File: src/core/esic_cfg.svh
`ifndef ESIC_CFG_SVH
`define ESIC_CFG_SVH

// Number of request inputs and the source bit positions.
`define ESIC_NSRC            8
`define ESIC_SRC_UNUSED      7
`define ESIC_SRC_AUDIO       6
`define ESIC_SRC_SERIAL_RX   5
`define ESIC_SRC_SERIAL_TX   4
`define ESIC_SRC_GRAPHICS_HI 3
`define ESIC_SRC_GRAPHICS_LO 2
`define ESIC_SRC_NETWORK     1
`define ESIC_SRC_STORAGE     0

// Register byte offsets on the register bus.
`define ESIC_OFF_PENDING     8'h00
`define ESIC_OFF_MASK        8'h04
`define ESIC_OFF_CLEAR       8'h08
`define ESIC_OFF_EVT_STAT    8'h0C
`define ESIC_OFF_EVT_MASK    8'h10

// Reset values.
`define ESIC_RST_PENDING     8'h00
`define ESIC_RST_MASK        8'h00
`define ESIC_RST_EVT         2'h0
`define ESIC_RST_IRQ_N       1'b1

// Controller event status bits.
`define ESIC_EVT_W           2
`define ESIC_EVT_VEC_DONE    0
`define ESIC_EVT_PASSIVE     1

// Vector table in boot ROM: one longword per source.
`define ESIC_VEC_ROM_BASE    32'h2004_0020
`define ESIC_VEC_STRIDE_SH   2

// Processor priority level served by the request pin.
`define ESIC_CPU_IPL         5'h15

`endif

File: src/core/esic_pkg.sv
package esic_pkg;

`include "esic_cfg.svh"

  typedef enum logic [1:0] {
    st_idle  = 2'b00,
    st_fetch = 2'b01,
    st_drive = 2'b10
  } esic_state_t;

  typedef struct packed {
    logic [`ESIC_NSRC-1:0] s1;
    logic [`ESIC_NSRC-1:0] s2;
    logic [`ESIC_NSRC-1:0] s3;
    logic [`ESIC_NSRC-1:0] lvl;
    logic [`ESIC_NSRC-1:0] rise;
  } esic_sync_state_t;

  typedef struct packed {
    logic [`ESIC_NSRC-1:0]  pend;
    logic [`ESIC_NSRC-1:0]  mask;
    logic [`ESIC_EVT_W-1:0] evt;
    logic [`ESIC_EVT_W-1:0] evt_mask;
    esic_state_t            st;
    logic [2:0]             src;
    logic                   rom_req;
    logic [31:0]            rom_addr;
    logic [31:0]            bus_out;
    logic                   bus_oe;
    logic                   vec_rdy;
    logic                   irq_n;
    logic                   evt_irq;
    logic                   wb_ack;
    logic [31:0]            wb_dat;
  } esic_top_state_t;

  // Word-aligned register hit; the two low address bits are ignored.
  function automatic logic esic_hit(input logic [7:0] adr,
                                    input logic [7:0] off);
    return ({adr[7:2], 2'b00} == off);
  endfunction

  // Boot ROM longword that holds the vector of a source.
  function automatic logic [31:0] esic_vec_addr(input logic [2:0] src);
    return `ESIC_VEC_ROM_BASE +
           ({29'h0000000, src} << `ESIC_VEC_STRIDE_SH);
  endfunction

endpackage

File: src/core/esic_interrupt_controller.sv
// What this block does
// Eight requests are synchronised and latched as pending bits until cleared.
// Pending bits are ANDed with enables and ORed into one request.
// That request drives the active-low level-one pin, processor level 15h.
// Pending register is 8-bit, read-only; writes to it do nothing.
// Mask register is 8-bit read/write; only enabled sources interrupt.
// Clear register is write-only; it resets only the chosen pending bits.
// Source number is bit position and priority; bit 7 is highest.
// On acknowledge the winning source's vector goes onto the processor bus.
// Vectors are read from boot ROM, never from hard-wired constants.
// Bits: 6 audio, 5 serial rx, 4 serial tx, 3-2 graphics, 1 net, 0 disk.
// Firmware puts serial and graphics vectors 0250, 0254, 0244, 0248 in ROM.
// Firmware puts audio, network, storage vectors 02C4, 03F8, 03FC in ROM.
// Inputs 0,1,4,5 are on-board; inputs 2,3 may idle when absent.
// Vector longwords start at 2004.0020, one per source, consecutive.
// Clear writes one to reset a bit; a same-cycle new request wins.
// Each request input is synchronised before latching; bit 7 is tied off.
//
// Chosen here: the Wishbone register port and the address map.
`timescale 1ns/100ps
`default_nettype none

module esic_interrupt_controller
  import esic_pkg::*;
(
  // Clock and reset
  input  wire logic        clock,
  input  wire logic        rst,
  // Wishbone register slave
  input  wire logic        wb_cyc_i,
  input  wire logic        wb_stb_i,
  input  wire logic        wb_we_i,
  input  wire logic [7:0]  wb_adr_i,
  input  wire logic [3:0]  wb_sel_i,
  input  wire logic [31:0] wb_dat_i,
  output logic      [31:0] wb_dat_o,
  output logic             wb_ack_o,
  // Device request inputs
  input  wire logic        audio_service_src,
  input  wire logic        serial_rx_src,
  input  wire logic        serial_tx_src,
  input  wire logic        graphics_src_hi,
  input  wire logic        graphics_src_lo,
  input  wire logic        network_src,
  input  wire logic        storage_src,
  // Processor interrupt and acknowledge
  output logic             cpu_level_one_irq_n,
  input  wire logic        cpu_iack,
  output logic      [31:0] cpu_data_address_bus_o,
  output logic             cpu_data_address_bus_oe,
  output logic             cpu_vector_rdy,
  output logic      [2:0]  cpu_vector_src,
  // Boot ROM read port
  output logic             rom_rd_req,
  output logic      [31:0] rom_addr,
  input  wire logic        rom_ack,
  input  wire logic [31:0] rom_rdata,
  // Controller event interrupt
  output logic             evt_irq
);

  esic_top_state_t       q;
  esic_top_state_t       n;
  logic [`ESIC_NSRC-1:0] raw_req;
  logic [`ESIC_NSRC-1:0] req_rise;
  logic [`ESIC_NSRC-1:0] clr_bits;
  logic [`ESIC_NSRC-1:0] gated;
  logic [`ESIC_EVT_W-1:0] evt_set;
  logic [`ESIC_EVT_W-1:0] evt_w1c;
  logic                  win_any;
  logic [2:0]            win_idx;
  logic                  acc;
  logic                  wr;

  // source bit map
  // unused source tied off
  assign raw_req = {1'b0,
                    audio_service_src,
                    serial_rx_src,
                    serial_tx_src,
                    graphics_src_hi,
                    graphics_src_lo,
                    network_src,
                    storage_src};

  // request synchroniser
  // optional inputs just idle
  esic_sync u_sync (
    .clock (clock),
    .rst   (rst),
    .raw   (raw_req),
    .level (),
    .rise  (req_rise)
  );

  // enable gating
  assign gated = q.pend & q.mask;

  esic_prio u_prio (
    .req (gated),
    .any (win_any),
    .idx (win_idx)
  );

  always_comb begin
    n        = q;
    evt_set  = '0;
    evt_w1c  = '0;
    clr_bits = '0;

    // A request is taken once; the registered ack blocks a second take.
    acc = wb_cyc_i & wb_stb_i & ~q.wb_ack;
    wr  = acc & wb_we_i & wb_sel_i[0];

    // Acknowledge sequence.
    unique case (q.st)
      st_idle: begin
        if (cpu_iack) begin
          if (win_any) begin
            // vector from boot ROM
            // one longword per source
            n.src      = win_idx;
            n.rom_req  = 1'b1;
            n.rom_addr = esic_vec_addr(win_idx);
            n.st       = st_fetch;
          end else begin
            // Nothing both pending and enabled: answer without driving the bus.
            n.vec_rdy = 1'b1;
            n.bus_oe  = 1'b0;
            evt_set[`ESIC_EVT_PASSIVE] = 1'b1;
            n.st      = st_drive;
          end
        end
      end
      st_fetch: begin
        if (rom_ack) begin
          // drive winning vector
          n.rom_req = 1'b0;
          n.bus_out = rom_rdata;
          n.bus_oe  = 1'b1;
          n.vec_rdy = 1'b1;
          evt_set[`ESIC_EVT_VEC_DONE] = 1'b1;
          n.st      = st_drive;
        end
      end
      st_drive: begin
        // The vector stays on the bus until the processor drops acknowledge.
        if (!cpu_iack) begin
          n.bus_out = 32'h0000_0000;
          n.bus_oe  = 1'b0;
          n.vec_rdy = 1'b0;
          n.st      = st_idle;
        end
      end
      default: begin
        n.rom_req = 1'b0;
        n.bus_oe  = 1'b0;
        n.vec_rdy = 1'b0;
        n.st      = st_idle;
      end
    endcase

    // Register writes.
    if (wr && esic_hit(wb_adr_i, `ESIC_OFF_CLEAR)) begin
      // selective clear
      clr_bits = wb_dat_i[`ESIC_NSRC-1:0];
    end
    if (wr && esic_hit(wb_adr_i, `ESIC_OFF_MASK)) begin
      // writable mask
      n.mask = wb_dat_i[`ESIC_NSRC-1:0];
    end
    if (wr && esic_hit(wb_adr_i, `ESIC_OFF_EVT_STAT)) begin
      evt_w1c = wb_dat_i[`ESIC_EVT_W-1:0];
    end
    if (wr && esic_hit(wb_adr_i, `ESIC_OFF_EVT_MASK)) begin
      n.evt_mask = wb_dat_i[`ESIC_EVT_W-1:0];
    end

    // latch pending requests
    // set beats clear
    n.pend = (q.pend & ~clr_bits) | req_rise;
    n.evt  = (q.evt & ~evt_w1c) | evt_set;

    // Register reads; pending, clear and unmapped words read as described.
    n.wb_ack = acc;
    if (acc && !wb_we_i) begin
      if (esic_hit(wb_adr_i, `ESIC_OFF_PENDING)) begin
        // read-only pending view
        n.wb_dat = {24'h000000, q.pend};
      end else if (esic_hit(wb_adr_i, `ESIC_OFF_MASK)) begin
        n.wb_dat = {24'h000000, q.mask};
      end else if (esic_hit(wb_adr_i, `ESIC_OFF_EVT_STAT)) begin
        n.wb_dat = {30'h00000000, q.evt};
      end else if (esic_hit(wb_adr_i, `ESIC_OFF_EVT_MASK)) begin
        n.wb_dat = {30'h00000000, q.evt_mask};
      end else begin
        // Clear is write-only and unmapped words answer zero.
        n.wb_dat = 32'h0000_0000;
      end
    end else begin
      n.wb_dat = 32'h0000_0000;
    end

    // combine into one request
    // active-low level-one pin
    n.irq_n   = ~|(n.pend & n.mask);
    n.evt_irq = |(n.evt & n.evt_mask);
  end

  always_ff @(posedge clock) begin
    if (rst) begin
      q       <= '0;
      q.pend  <= `ESIC_RST_PENDING;
      q.mask  <= `ESIC_RST_MASK;
      q.evt   <= `ESIC_RST_EVT;
      q.st    <= st_idle;
      q.irq_n <= `ESIC_RST_IRQ_N;
    end else begin
      q <= n;
    end
  end

  // Every output is a field of the registered state.
  assign wb_dat_o                = q.wb_dat;
  assign wb_ack_o                = q.wb_ack;
  assign cpu_level_one_irq_n     = q.irq_n;
  assign cpu_data_address_bus_o  = q.bus_out;
  assign cpu_data_address_bus_oe = q.bus_oe;
  assign cpu_vector_rdy          = q.vec_rdy;
  assign cpu_vector_src          = q.src;
  assign rom_rd_req              = q.rom_req;
  assign rom_addr                = q.rom_addr;
  assign evt_irq                 = q.evt_irq;

endmodule

`default_nettype wire

File: src/core/esic_prio.sv
`timescale 1ns/100ps
`default_nettype none

module esic_prio
  import esic_pkg::*;
(
  // Gated requests
  input  wire logic [`ESIC_NSRC-1:0] req,
  // Winner
  output logic                       any,
  output logic      [2:0]            idx
);

  always_comb begin
    any = 1'b0;
    idx = 3'h0;
    // highest bit wins
    for (int i = 0; i < `ESIC_NSRC; i++) begin
      if (req[i]) begin
        any = 1'b1;
        idx = 3'(i);
      end
    end
  end

endmodule

`default_nettype wire

File: src/core/esic_sync.sv
`timescale 1ns/100ps
`default_nettype none

module esic_sync
  import esic_pkg::*;
(
  // Clock and reset
  input  wire logic                  clock,
  input  wire logic                  rst,
  // Raw request lines
  input  wire logic [`ESIC_NSRC-1:0] raw,
  // Filtered level and its rising edge
  output logic      [`ESIC_NSRC-1:0] level,
  output logic      [`ESIC_NSRC-1:0] rise
);

  esic_sync_state_t q;
  esic_sync_state_t n;
  logic [`ESIC_NSRC-1:0] agree;

  always_comb begin
    n = q;
    // The first stage feeds only the second, so metastability stays put.
    n.s1  = raw;
    n.s2  = q.s1;
    n.s3  = q.s2;
    agree = ~(q.s2 ^ q.s3);
    n.lvl  = (q.lvl & ~agree) | (q.s3 & agree);
    n.rise = n.lvl & ~q.lvl;
  end

  always_ff @(posedge clock) begin
    if (rst) begin
      q <= '0;
    end else begin
      q <= n;
    end
  end

  assign level = q.lvl;
  assign rise  = q.rise;

endmodule

`default_nettype wire
File: config.mk
export PLATFORM = sky130hd
export DESIGN_NAME = esic_interrupt_controller
export DESIGN_NICKNAME = d
export VERILOG_FILES = /design/src/core/esic_pkg.sv /design/src/core/esic_interrupt_controller.sv /design/src/core/esic_prio.sv /design/src/core/esic_sync.sv
export VERILOG_INCLUDE_DIRS = /design/src /design/src/core
export SDC_FILE = /design/constraint.sdc
export NUM_CORES = 1
export LEC_CHECK = 0
export BUFFER_PORTS_ARGS = -buffer_cell sky130_fd_sc_hd__buf_2
export CORE_ASPECT_RATIO = 0.9
export CORE_MARGIN = 4
export CORE_UTILIZATION = 52
export DETAILED_ROUTE_END_ITERATION = 7
export GPL_TIMING_DRIVEN = 0
export PLACE_DENSITY_LB_ADDON = 0.15
export SETUP_SLACK_MARGIN = 0.3
export SLEW_MARGIN = 5
export SYNTH_ARGS = -nofsm -noshare
export SYNTH_HDL_FRONTEND = slang
export SYNTH_HIERARCHICAL = 1
export SYNTH_SLANG_ARGS = --single-unit
File: constraint.sdc
create_clock -name clock -period 3.9 [get_ports clock]
set_input_delay 0.975 -clock clock [delete_from_list [all_inputs] [get_ports clock]]
set_output_delay 0.975 -clock clock [all_outputs]
set_load 0.03 [all_outputs]
* Word-level counts from Yosys, hierarchy flattened
Index checks and enable logic that the tools add are counted.
** Word-level totals
- Bits in registers :: 167
- Output and inout bits :: 105
- Logic and storage cells :: 119
- Input port bits :: 90
** Operators by class
- Equality and inequality tests :: 11
- Multiplexer cells :: 42
- Bitwise logic cells :: 24
- Reduce and logical (&&, ||, !) cells :: 19
- $add $sub $neg :: 1
** Operators with widths (number)
- two-way mux 34 bit :: 2
- one-hot mux 32 bit (2 select lines) :: 1
- AND 8 bit :: 6
- two-way mux 38 bit :: 1
- two-way mux 36 bit :: 1
- two-way mux 8 bit :: 4
- inverter 8 bit :: 4
- adder 30 x 5 -> 31 bit, first input constant :: 1
- two-way mux 2 bit :: 11
- OR 8 bit :: 2
- two-way mux 1 bit :: 15
- equality test 6 x 2 -> 1 bit, second input constant :: 2
- two-way mux 3 bit :: 4
- one-hot mux 2 bit (3 select lines) :: 2
- AND reduction 3 bit :: 3
- inequality test 2 bit, second input constant :: 4
- AND reduction 4 bit :: 2
- OR reduction 8 bit :: 1
- bitwise XOR 8 bit :: 1
- equality test 6 x 1 -> 1 bit, second input constant :: 1
- equality test 6 x 3 -> 1 bit, second input constant :: 1
- logical NOT 6 bit :: 1
- logical AND 1 bit :: 5
- OR reduction 5 bit :: 1
- other kinds (13) :: 21

* Depth between registers and ports, before layout
Gate-level depths: netlist of the first run.
- Word-level depth :: 15
- Mapped depth :: 7
- Mapped depth without buffers :: 7

* By module
The synthesis of the first run kept the hierarchy.
** By module, submodules not included
- esic_interrupt_controller :: area an instance 3509.6 um^2, instances 1, cells each 394, seq. area each 1441.4 um^2
- esic_sync :: area an instance 1302.5 um^2, instances 1, cells each 115, seq. area each 800.8 um^2
- esic_prio :: area an instance 57.6 um^2, instances 1, cells each 12, seq. area each 0.0 um^2

* Worst setup path before layout of the first run
OpenSTA, ideal clock, no wires.
- Path type :: input -> register
- Start :: in wb_adr_i[5]
- End :: reg q, in the netlist cpu_level_one_irq_n
- Required time :: 3804 ps
- Library setup time :: 96 ps
- Setup slack :: 965 ps
- Data arrival time :: 2840 ps
- Stages :: 6
- Buffers on the path :: 1
- Cells stage by stage :: or4_1 > buf_2 > nor4_4 > mux2i_1 > o22ai_1 > o41ai_2
** Between the ends
- Word-level cells in the longest chain between the ends :: 9
- Elaborated cells on any way between the ends :: 12
- Those cells by class :: 2 x eq/ne; 2 x mux; 4 x bitwise; 4 x reduce/logical
** RTL lines
- from (decl) :: line esic_interrupt_controller.sv:33 : input wire logic [7:0] wb_adr_i,
- equality test 6 x 2 -> 1 bit :: line esic_pkg.sv:40 : return ({adr[7:2], 2'b00} == off);
- logical AND 1 bit :: line esic_interrupt_controller.sv:164 : if (wr && esic_hit(wb_adr_i, `ESIC_OFF_CLEAR)) begin
- two-way mux 8 bit :: line esic_interrupt_controller.sv:164
- inverter 8 bit :: line esic_interrupt_controller.sv:181 : n.pend = (q.pend & ~clr_bits) | req_rise;
- AND 8 bit :: line esic_interrupt_controller.sv:181
- OR 8 bit :: line esic_interrupt_controller.sv:181
- AND 8 bit * :: line esic_interrupt_controller.sv:206 : n.irq_n = ~|(n.pend & n.mask);
- OR reduction 8 bit * :: line esic_interrupt_controller.sv:206
- logical NOT 1 bit * :: line esic_interrupt_controller.sv:206
- to (signal assigned) :: line esic_interrupt_controller.sv:219 : q <= n;
- to (decl) :: line esic_interrupt_controller.sv:62 : esic_top_state_t q;
Every way passes the cells marked *; elsewhere a longest branch is shown, timed or not.
A chain may end at the register's enable or synchronous reset.

* Final worst setup path of the first run
Ends and elaborated chain as after synthesis.

==> qor.txt, run 1 <==
Total gr overflow -> 0
CTS buffer count -> 9
CP cell instances -> buf_2 -> or4_1 -> buf_2 -> nor4_4 -> mux2i_1 -> o22ai_1 -> o41ai_2
Tightest Pin Transition -> 0.798 ns
Routed WL -> 9870 um
Slew headroom -> 46.4%
# placed instances -> 799
Post-CTS setup buffer count -> 0
Longest Clk Path Bufs -> 2
Setup Viol. Count Final -> 0
Root Driver -> clkbuf_8
Drt first-iter violations -> 88
Initial antenna violation count -> 0
CP required -> 4.16 ns
CTS Hold Bufs -> 0
RSZ-0062 raised after global routing -> false
Routed length per instance -> 12.1 um
Syn Inst Count -> 513
Hpwl dp -> 7670 um
Router iterations before antenna repair -> 4
Fill cell count -> 773
Crit path time final -> 3.03 ns
Largest net degree at the start of global routing -> 19
TritonCTS clock tree -> built
Yosys warns -> 6
Hold Slack -> 0.442 ns
CP Class -> in -> reg
Setup TNS -> 0 ns
Worst hold path type -> reg -> reg
Leakage -> 2.84 nW
Via-per-instance ratio -> 4.61
Depth of the worst register-to-register path -> 5
Post-layout nets -> 778
CP Launch Type -> primary input
Syn Area/Cell -> 9.38 sq um
Area Growth Syn to Fin -> 23.2%
Share of layout cells above drive strength 1 -> 38.2%
Post-CTS resize count -> 0
Worst EP arrival -> 3.29 ns
Pwr/cell area -> 348 nW/um^2
Area after DPL -> 5720 sq um
Max_cap viols -> 0
Area of the multi-input gates -> 1820 sq um
Reg2reg setup slack -> 1.47 ns
H-tree depth -> 3
Crit path largest cell delay -> 0.66 ns
Hold Path End -> u_sync/n[18]
CTS Sinks -> 112
Reg area -> 2240 sq um
Gr usage total -> 17.3%
Row Count -> 33
Hold_sp -> u_sync/n[26]
WHS Path Cells -> 1
# diodes -> 0
Worst-path clk slew -> 0.10 ns
Finished layout cell area -> 5920 sq um
Final hold viol count -> 0
Worst-Skew Late Latency -> 0.36 ns
GPL Wtd Cong -> 0.799
Max Fclk -> 330 MHz
CP Max Fanout -> 8
Die Y -> 99.2 um
DRC -> 0
Number of nets with antenna violations after routing -> 0
Routed vias -> 3,759
Slowest cell on crit path -> nor4_4
Die width -> 109 um
Peak supply drop -> 0.168 mV
Crit path max-delay family -> simple AND/OR/NAND/NOR gates
Die area -> 10,900 sq um
Clock skew -> 0.0107 ns
Port Buffers -> 114
Max Transition Viols Final -> 0
Post-Syn Area -> 4810 sq um
CP bufs+invs -> 2
Crit end category -> flip-flop
Final clock period utilization by the worst path -> 77.6%
Non-Filler Instances -> 815
Io pins -> 195
Outcome -> finished, final reports clean
Reg-to-reg startpoint -> wb_ack_o
Initial Util -> 52.9%
CP most frequent cell -> buf_2
First-pass GRT wire length -> 15,400 um
CORE AREA -> 9080 sq um
Number of global-route vias before repair -> 3,505
R2r endpoint -> cpu_level_one_irq_n
==> how the worst max path moves through the flow <==
| stage | from | to | slack (ns) | cells after the start |
|---|---|---|---|---|
| final | wb_adr_i[5] | cpu_level_one_irq_n | 0.87 | 7 |
| after global routing | wb_adr_i[5] | cpu_level_one_irq_n | 0.76 | 7 |
| after CTS | wb_adr_i[5] | cpu_level_one_irq_n | 0.85 | 7 |
| after detailed placement | wb_adr_i[5] | cpu_level_one_irq_n | 0.49 | 7 |
| after global placement | wb_adr_i[5] | cpu_level_one_irq_n | 0.55 | 7 |
| after floorplan | wb_adr_i[5] | cpu_level_one_irq_n | 0.96 | 6 |
==> final cells by class <==
class	count	share of cell area [%]
buffer	130	15.4
clock buffer	10	2.32
clock inverter	6	1.10
inverter	6	0.380
multi-input combinational	315	30.7
sequential	112	37.9
tap	122	2.58
timing repair buffer	114	9.63
==> sequential cells by signal, indices dropped and copies added (netlist names) <==
name and cells:
cpu_data_address_bus_o 32, cpu_data_address_bus_oe 1, cpu_level_one_irq_n 1, cpu_vector_rdy 1, cpu_vector_src 2, evt_irq 1
q 22, rom_addr 2, rom_rd_req 1, u_sync/level 8, u_sync/n 16, u_sync/q 8
u_sync/rise 8, wb_ack_o 1, wb_dat_o 8
==> through the flow <==
stage | utilization, % | total power [mW] | worst slack (ns)
final | 65.2 | 2.06 | 0.873
after global routing | 65.2 | 2.14 | 0.763
after CTS | 65.2 | 2.08 | 0.853
after detailed placement | 63.0 | 1.39 | 0.492
after global placement | 63.0 | 1.39 | 0.553
after floorplan | - | 1.34 | 0.965
==> power by group <==
group	switching (mW)	total, mW	internal [mW]
registers	0.00545	1.16	1.16
clock network	0.377	0.694	0.317
logic	0.126	0.203	0.0778
==> cells in the final DEF, fill, tap and decap left out, types with 10 or more instances in the layout <==
cell type and instances:
o21ai_0 11, a22oi_1 40, buf_4 109, mux2i_1 13, clkbuf_1 15, clkbuf_8 10, nor2_1 77, a21oi_1 17
nor2b_1 17, dfxtp_1 112, nand2_1 14, buf_2 115, nand2b_1 11, conb_1 51
==> layer usage <==
metal | vias up | GRT usage [%] | routed length [um]
li1 | 1917 | - | -
met1 | 1706 | 21.7 | 4190
met2 | 124 | 30.5 | 4900
met3 | 12 | 2.27 | 663
met4 | 0 | 5.37 | 114
met5 | - | 0 | 0
Power figures use the tool's default switching activity.
==> run 2, diff against run 1 <==
Settings changed: CORE_UTILIZATION 52 to 44.
Clock period 3.9 ns to 2.4 ns, I/O delays scaled along.
==> run 2 against run 1 <==
  * Cell count up 1.8%
  * Total power up 84%
  * Register-to-register slack worse by 1.3 ns
  * Critical endpoint unchanged
  * Largest power group unchanged
  * Sequential share of layout area down 2.1 points
  * Sequential power up 63%
  * Worst setup slack worse by 0.81 ns
==> qor.txt, run 2 (synthesized netlist as in run 1, its figures left out) <==
Outcome -> finished, final reports clean
Hold_sp -> u_sync/n[25]
WHS Path Cells -> 1
GPL Wtd Cong -> 0.825
Gr usage total -> 16.5%
Routed length per instance -> 12.6 um
Worst-Skew Late Latency -> 0.34 ns
First-pass GRT wire length -> 17,200 um
Initial Util -> 46.0%
Met3 WL -> 590 um
Clk pwr share -> 41.3%
Sw Ratio -> 24.9%
Reg2reg setup slack -> 0.20 ns
Slew headroom -> 62.9%
CTS Hold Bufs -> 0
Pint -> 2.85 mW
CP Class -> in -> reg
Crit path time final -> 2.34 ns
Max_cap viols -> 0
DRC -> 0
Met2 WL -> 5060 um
Total gr overflow -> 0
Port Buffers -> 114
Setup Viol. Count Final -> 0
Worst-path clk slew -> 0.08 ns
Finished layout cell area -> 6280 sq um
Final hold viol count -> 0
Via-per-instance ratio -> 4.61
# diodes -> 0
R2r endpoint -> cpu_level_one_irq_n
Die width -> 118 um
RSZ-0062 raised after global routing -> true
Reg-to-reg startpoint -> wb_ack_o
Final clock period utilization by the worst path -> 97.3%
Area after DPL -> 5770 sq um
Crit end category -> flip-flop
Root Driver -> clkbuf_16
Peak supply drop -> 0.443 mV
Initial antenna violation count -> 0
Number of nets with antenna violations after routing -> 0
Largest net degree at the start of global routing -> 22
Psw -> 0.945 mW
Leakage -> 2.98 nW
Worst EP arrival -> 2.57 ns
CP required -> 2.64 ns
Share of layout cells above drive strength 1 -> 41.2%
Longest Clk Path Bufs -> 2
Hold Path End -> u_sync/n[17]
Worst hold path type -> reg -> reg
CP Max Fanout -> 8
Row Count -> 35
Commonest non-fill, non-tap cell in the layout -> buf_4
Depth of the worst register-to-register path -> 6
Number of global-route vias before repair -> 3,658
Hpwl dp -> 7910 um
Top Metal Used -> met4
Combinational cell fraction of total power -> 9.0%
PnR worst setup slack -> 0.0648 ns
TritonCTS clock tree -> built
Max Fclk -> 428 MHz
Clock skew -> 0.0107 ns
Max Transition Viols Final -> 0
Die Y -> 107 um
Tightest Pin Transition -> 0.555 ns
Hold Slack -> 0.438 ns
Sequential Power Share -> 49.7%
Io pins -> 195
Metal-1 WL -> 4630 um
CTS Sinks -> 112
Post-layout nets -> 786
Pwr/cell area -> 605 nW/um^2
Most frequent cells in the layout -> buf_4, dfxtp_1, buf_2
Routed WL -> 10,400 um
Die area -> 12,700 sq um
Dpl ws -> -0.493 ns
Area Growth Syn to Fin -> 30.6%
CP Launch Type -> primary input
Router iterations before antenna repair -> 5
Largest register FFs -> 32
Routed vias -> 3,824
H-tree depth -> 3
CORE AREA -> 10,500 sq um
CTS buffer count -> 9
Drt first-iter violations -> 181
run 2: cell types whose count changed in the layout (fill, tap and decap cells not counted), moves of 6 or more:
cell / change
o22ai_1: -7
buf_4: +6
clkbuf_16: +9
clkbuf_8: -10
run 2: cell type report:
cell class	instances	area [sq um]
Timing Repair Buffer	122	651
Inverter	6	22.5
Tap cell	129	161
Fill cell	970	4190
Clock buffer	9	225
Buffer	130	932
Clock inverter	7	96.3
Multi-Input combinational cell	315	1950
Sequential cell	112	2240
run 2: power groups by stage:
stage / Combinational [mW] / Clock [mW] / Sequential [mW]
2_1_floorplan: 0.245 / 0 / 1.93
3_3_place_gp: 0.327 / 0 / 1.93
3_5_place_dp: 0.329 / 0 / 1.93
4_1_cts: 0.332 / 1.61 / 1.89
5_1_grt: 0.372 / 1.71 / 1.89
6_report: 0.343 / 1.57 / 1.89
run 2: critical path, cell delays in order:
cell	delay [ns]
buf_6	0.09
or4_4	0.52
buf_6	0.15
or4_4	0.43
buf_12	0.17
o22ai_2	0.14
o22ai_2	0.11
o41ai_2	0.35
run 2: routing by layer:
layer / vias up / track usage, %
met5: - / 0
met4: 0 / 6.19
met3: 15 / 3.48
li1: 1947 / -
met2: 126 / 27.2
met1: 1736 / 21.3
run 2: how the worst max path moves through the flow:
stage,cells past startpoint,endpoint,from
detailed placement,7,cpu_level_one_irq_n,wb_adr_i[5]
global route,9,cpu_level_one_irq_n,wb_adr_i[5]
floorplan,6,cpu_level_one_irq_n,wb_adr_i[5]
global placement,7,cpu_level_one_irq_n,wb_adr_i[5]
finish,8,cpu_level_one_irq_n,wb_adr_i[5]
CTS,9,cpu_level_one_irq_n,wb_adr_i[6]
run 2: metrics by stage:
stage / util (%) / power (mW) / setup TNS [ns] / cells
floorplan: - / 2.18 / -0.0758 / 563
global placement: 55.1 / 2.26 / -0.931 / 806
detailed placement: 55.1 / 2.26 / -0.951 / 806
CTS: 59.0 / 3.83 / 0 / 829
global route: 60.0 / 3.97 / 0 / 830
finish: 60.0 / 3.80 / 0 / 830
run 2: repair_timing:
action / in CTS / in global routing
gates resized for setup: 6 / 19
cloned: 0 / 0
pin swaps: 4 / 6
setup buffers: 7 / 1
setup endpoints to repair: 8 / 17
==> run 3, diff against run 2 <==
Settings changed: CELL_PAD_IN_SITES_DETAIL_PLACEMENT set to 1, CELL_PAD_IN_SITES_GLOBAL_PLACEMENT set to 1, CORE_UTILIZATION 44 to 32.
==> run 3 against run 2 <==
  * Total power up 1.2%
  * Non-clock buffer count decreased by 3
  * Via count grew 0.92%
  * Hold slack got worse by 0.0018 ns
  * Clock power increased by 3%
  * Critical path depth is the same
  * Sequential power about the same
  * Routed wire length is 16% higher
  * Cell count grew 7.8%
==> qor.txt, run 3 (synthesized netlist as in run 1, its figures left out) <==
CP Max Fanout -> 8
CORE AREA -> 14,700 sq um
First-pass GRT wire length -> 19,300 um
H-tree depth -> 3
Met2 WL -> 6130 um
Crit path to -> cpu_level_one_irq_n
Hold Slack -> 0.437 ns
CTS buffer count -> 9
Slew headroom -> 61.6%
Reg2reg setup slack -> 0.18 ns
Max Fclk -> 435 MHz
Total gr overflow -> 0
Setup TNS -> 0 ns
Reg-to-reg startpoint -> wb_ack_o
Io pins -> 195
Drt first-iter violations -> 183
Area Growth Syn to Fin -> 32.0%
Hpwl dp -> 9360 um
Die Y -> 124 um
Port Buffers -> 114
Fill cell count -> 1,782
Die area -> 17,100 sq um
PnR worst setup slack -> 0.0993 ns
Dpl ws -> -0.543 ns
DRC -> 0
Hold_sp -> u_sync/n[25]
Die width -> 137 um
Via-per-instance ratio -> 4.31
Crit path max-delay family -> simple AND/OR/NAND/NOR gates
Slowest cell on crit path -> or4_4
Peak supply drop -> 0.343 mV
Post-layout nets -> 783
CP Launch Type -> primary input
CP bufs+invs -> 3
Crit end category -> flip-flop
Crit path time final -> 2.30 ns
Crit path largest cell delay -> 0.53 ns
Metal-1 WL -> 5210 um
Number of nets with antenna violations after routing -> 0
Crit path launch -> wb_adr_i[5]
Max_cap viols -> 0
Outcome -> finished, final reports clean
Gr usage total -> 14.1%
Initial antenna violation count -> 0
Routed WL -> 12,100 um
Largest register FFs -> 32
CTS Sinks -> 112
Worst EP arrival -> 2.55 ns
Top Metal Used -> met4
Util after Layout -> 43.2%
Router iterations before antenna repair -> 6
Worst-path clk slew -> 0.07 ns
Routed length per instance -> 13.6 um
GPL Wtd Cong -> 0.774
# diodes -> 0
CP cell instances -> buf_6 -> or4_4 -> buf_6 -> or4_4 -> buf_12 -> o22ai_2 -> o22ai_1 -> o41ai_2
Setup Viol. Count Final -> 0
Final clock period utilization by the worst path -> 95.9%
Routed vias -> 3,859
Worst-Skew Late Latency -> 0.35 ns
Initial Util -> 32.7%
Critical path depth in cells -> 8
Share of layout cells above drive strength 1 -> 41.3%
TritonCTS clock tree -> built
Most frequent cells in the layout -> buf_4, buf_2, dfxtp_1
Clock skew -> 0.00536 ns
Worst hold path type -> reg -> reg
RSZ-0062 raised after global routing -> true
CP Class -> in -> reg
Number of global-route vias before repair -> 3,887
Depth of the worst register-to-register path -> 6
Largest net degree at the start of global routing -> 19
Tightest Pin Transition -> 0.575 ns
Final hold viol count -> 0
Longest Clk Path Bufs -> 2
Root Driver -> clkbuf_16
Row Count -> 42
R2r endpoint -> cpu_level_one_irq_n
Max Transition Viols Final -> 0
CP required -> 2.65 ns
Leakage -> 2.98 nW
Met3 WL -> 678 um
Pwr/cell area -> 605 nW/um^2
run 3: cell type report:
cell class	instances	area, sq um	share of cell area, %
Clock inverter	6	93.8	1.48
Sequential cell	112	2240	35.3
Multi-Input combinational cell	315	1960	30.8
Clock buffer	9	225	3.55
Buffer	130	935	14.7
Timing Repair Buffer	119	627	9.87
Tap cell	198	248	3.90
Inverter	6	22.5	0.355
run 3: worst min path at each step:
stage,to,slack (ns),cells past startpoint
global placement,u_sync/n[23],0.42,1
CTS,u_sync/n[27],0.44,2
finish,u_sync/n[17],0.44,1
global route,u_sync/n[28],0.44,2
floorplan,u_sync/n[16],0.41,1
detailed placement,u_sync/n[17],0.42,1
run 3: per-layer routing:
layer	track usage (%)	vias to the layer above
met4	3.52	0
met3	3.76	8
li1	-	1926
met1	17.3	1820
met5	0	-
met2	24.4	105
run 3: report_power, final:
group	switching (mW)	leakage, nW	total [mW]	internal [mW]
sequential	0.00946	0.907	1.89	1.88
clock	0.691	0.152	1.61	0.917
combinational	0.216	1.92	0.347	0.132
run 3: what timing repair did:
action	CTS	global route
hold buffers	0	0
setup endpoints to repair	9	39
pin swaps	4	4
buffers inserted	2	3
resized for setup	7	21
run 3: worst reg2reg max path, delay by kind of cell (launching register included):
kind	cells	cell delay, ns
AND/OR/NAND/NOR	2	1.05
AO/OA/AOI/OAI	3	0.59
flip-flops	1	0.31
buffers and inverters	1	0.17
run 3: per-stage QoR:
stage	power (mW)	cell area (sq um)	instances
floorplan	2.18	5040	563
detailed placement	2.27	5860	875
CTS	3.89	6250	892
global route	4.00	6350	895
global placement	2.26	5860	875
finish	3.84	6350	895
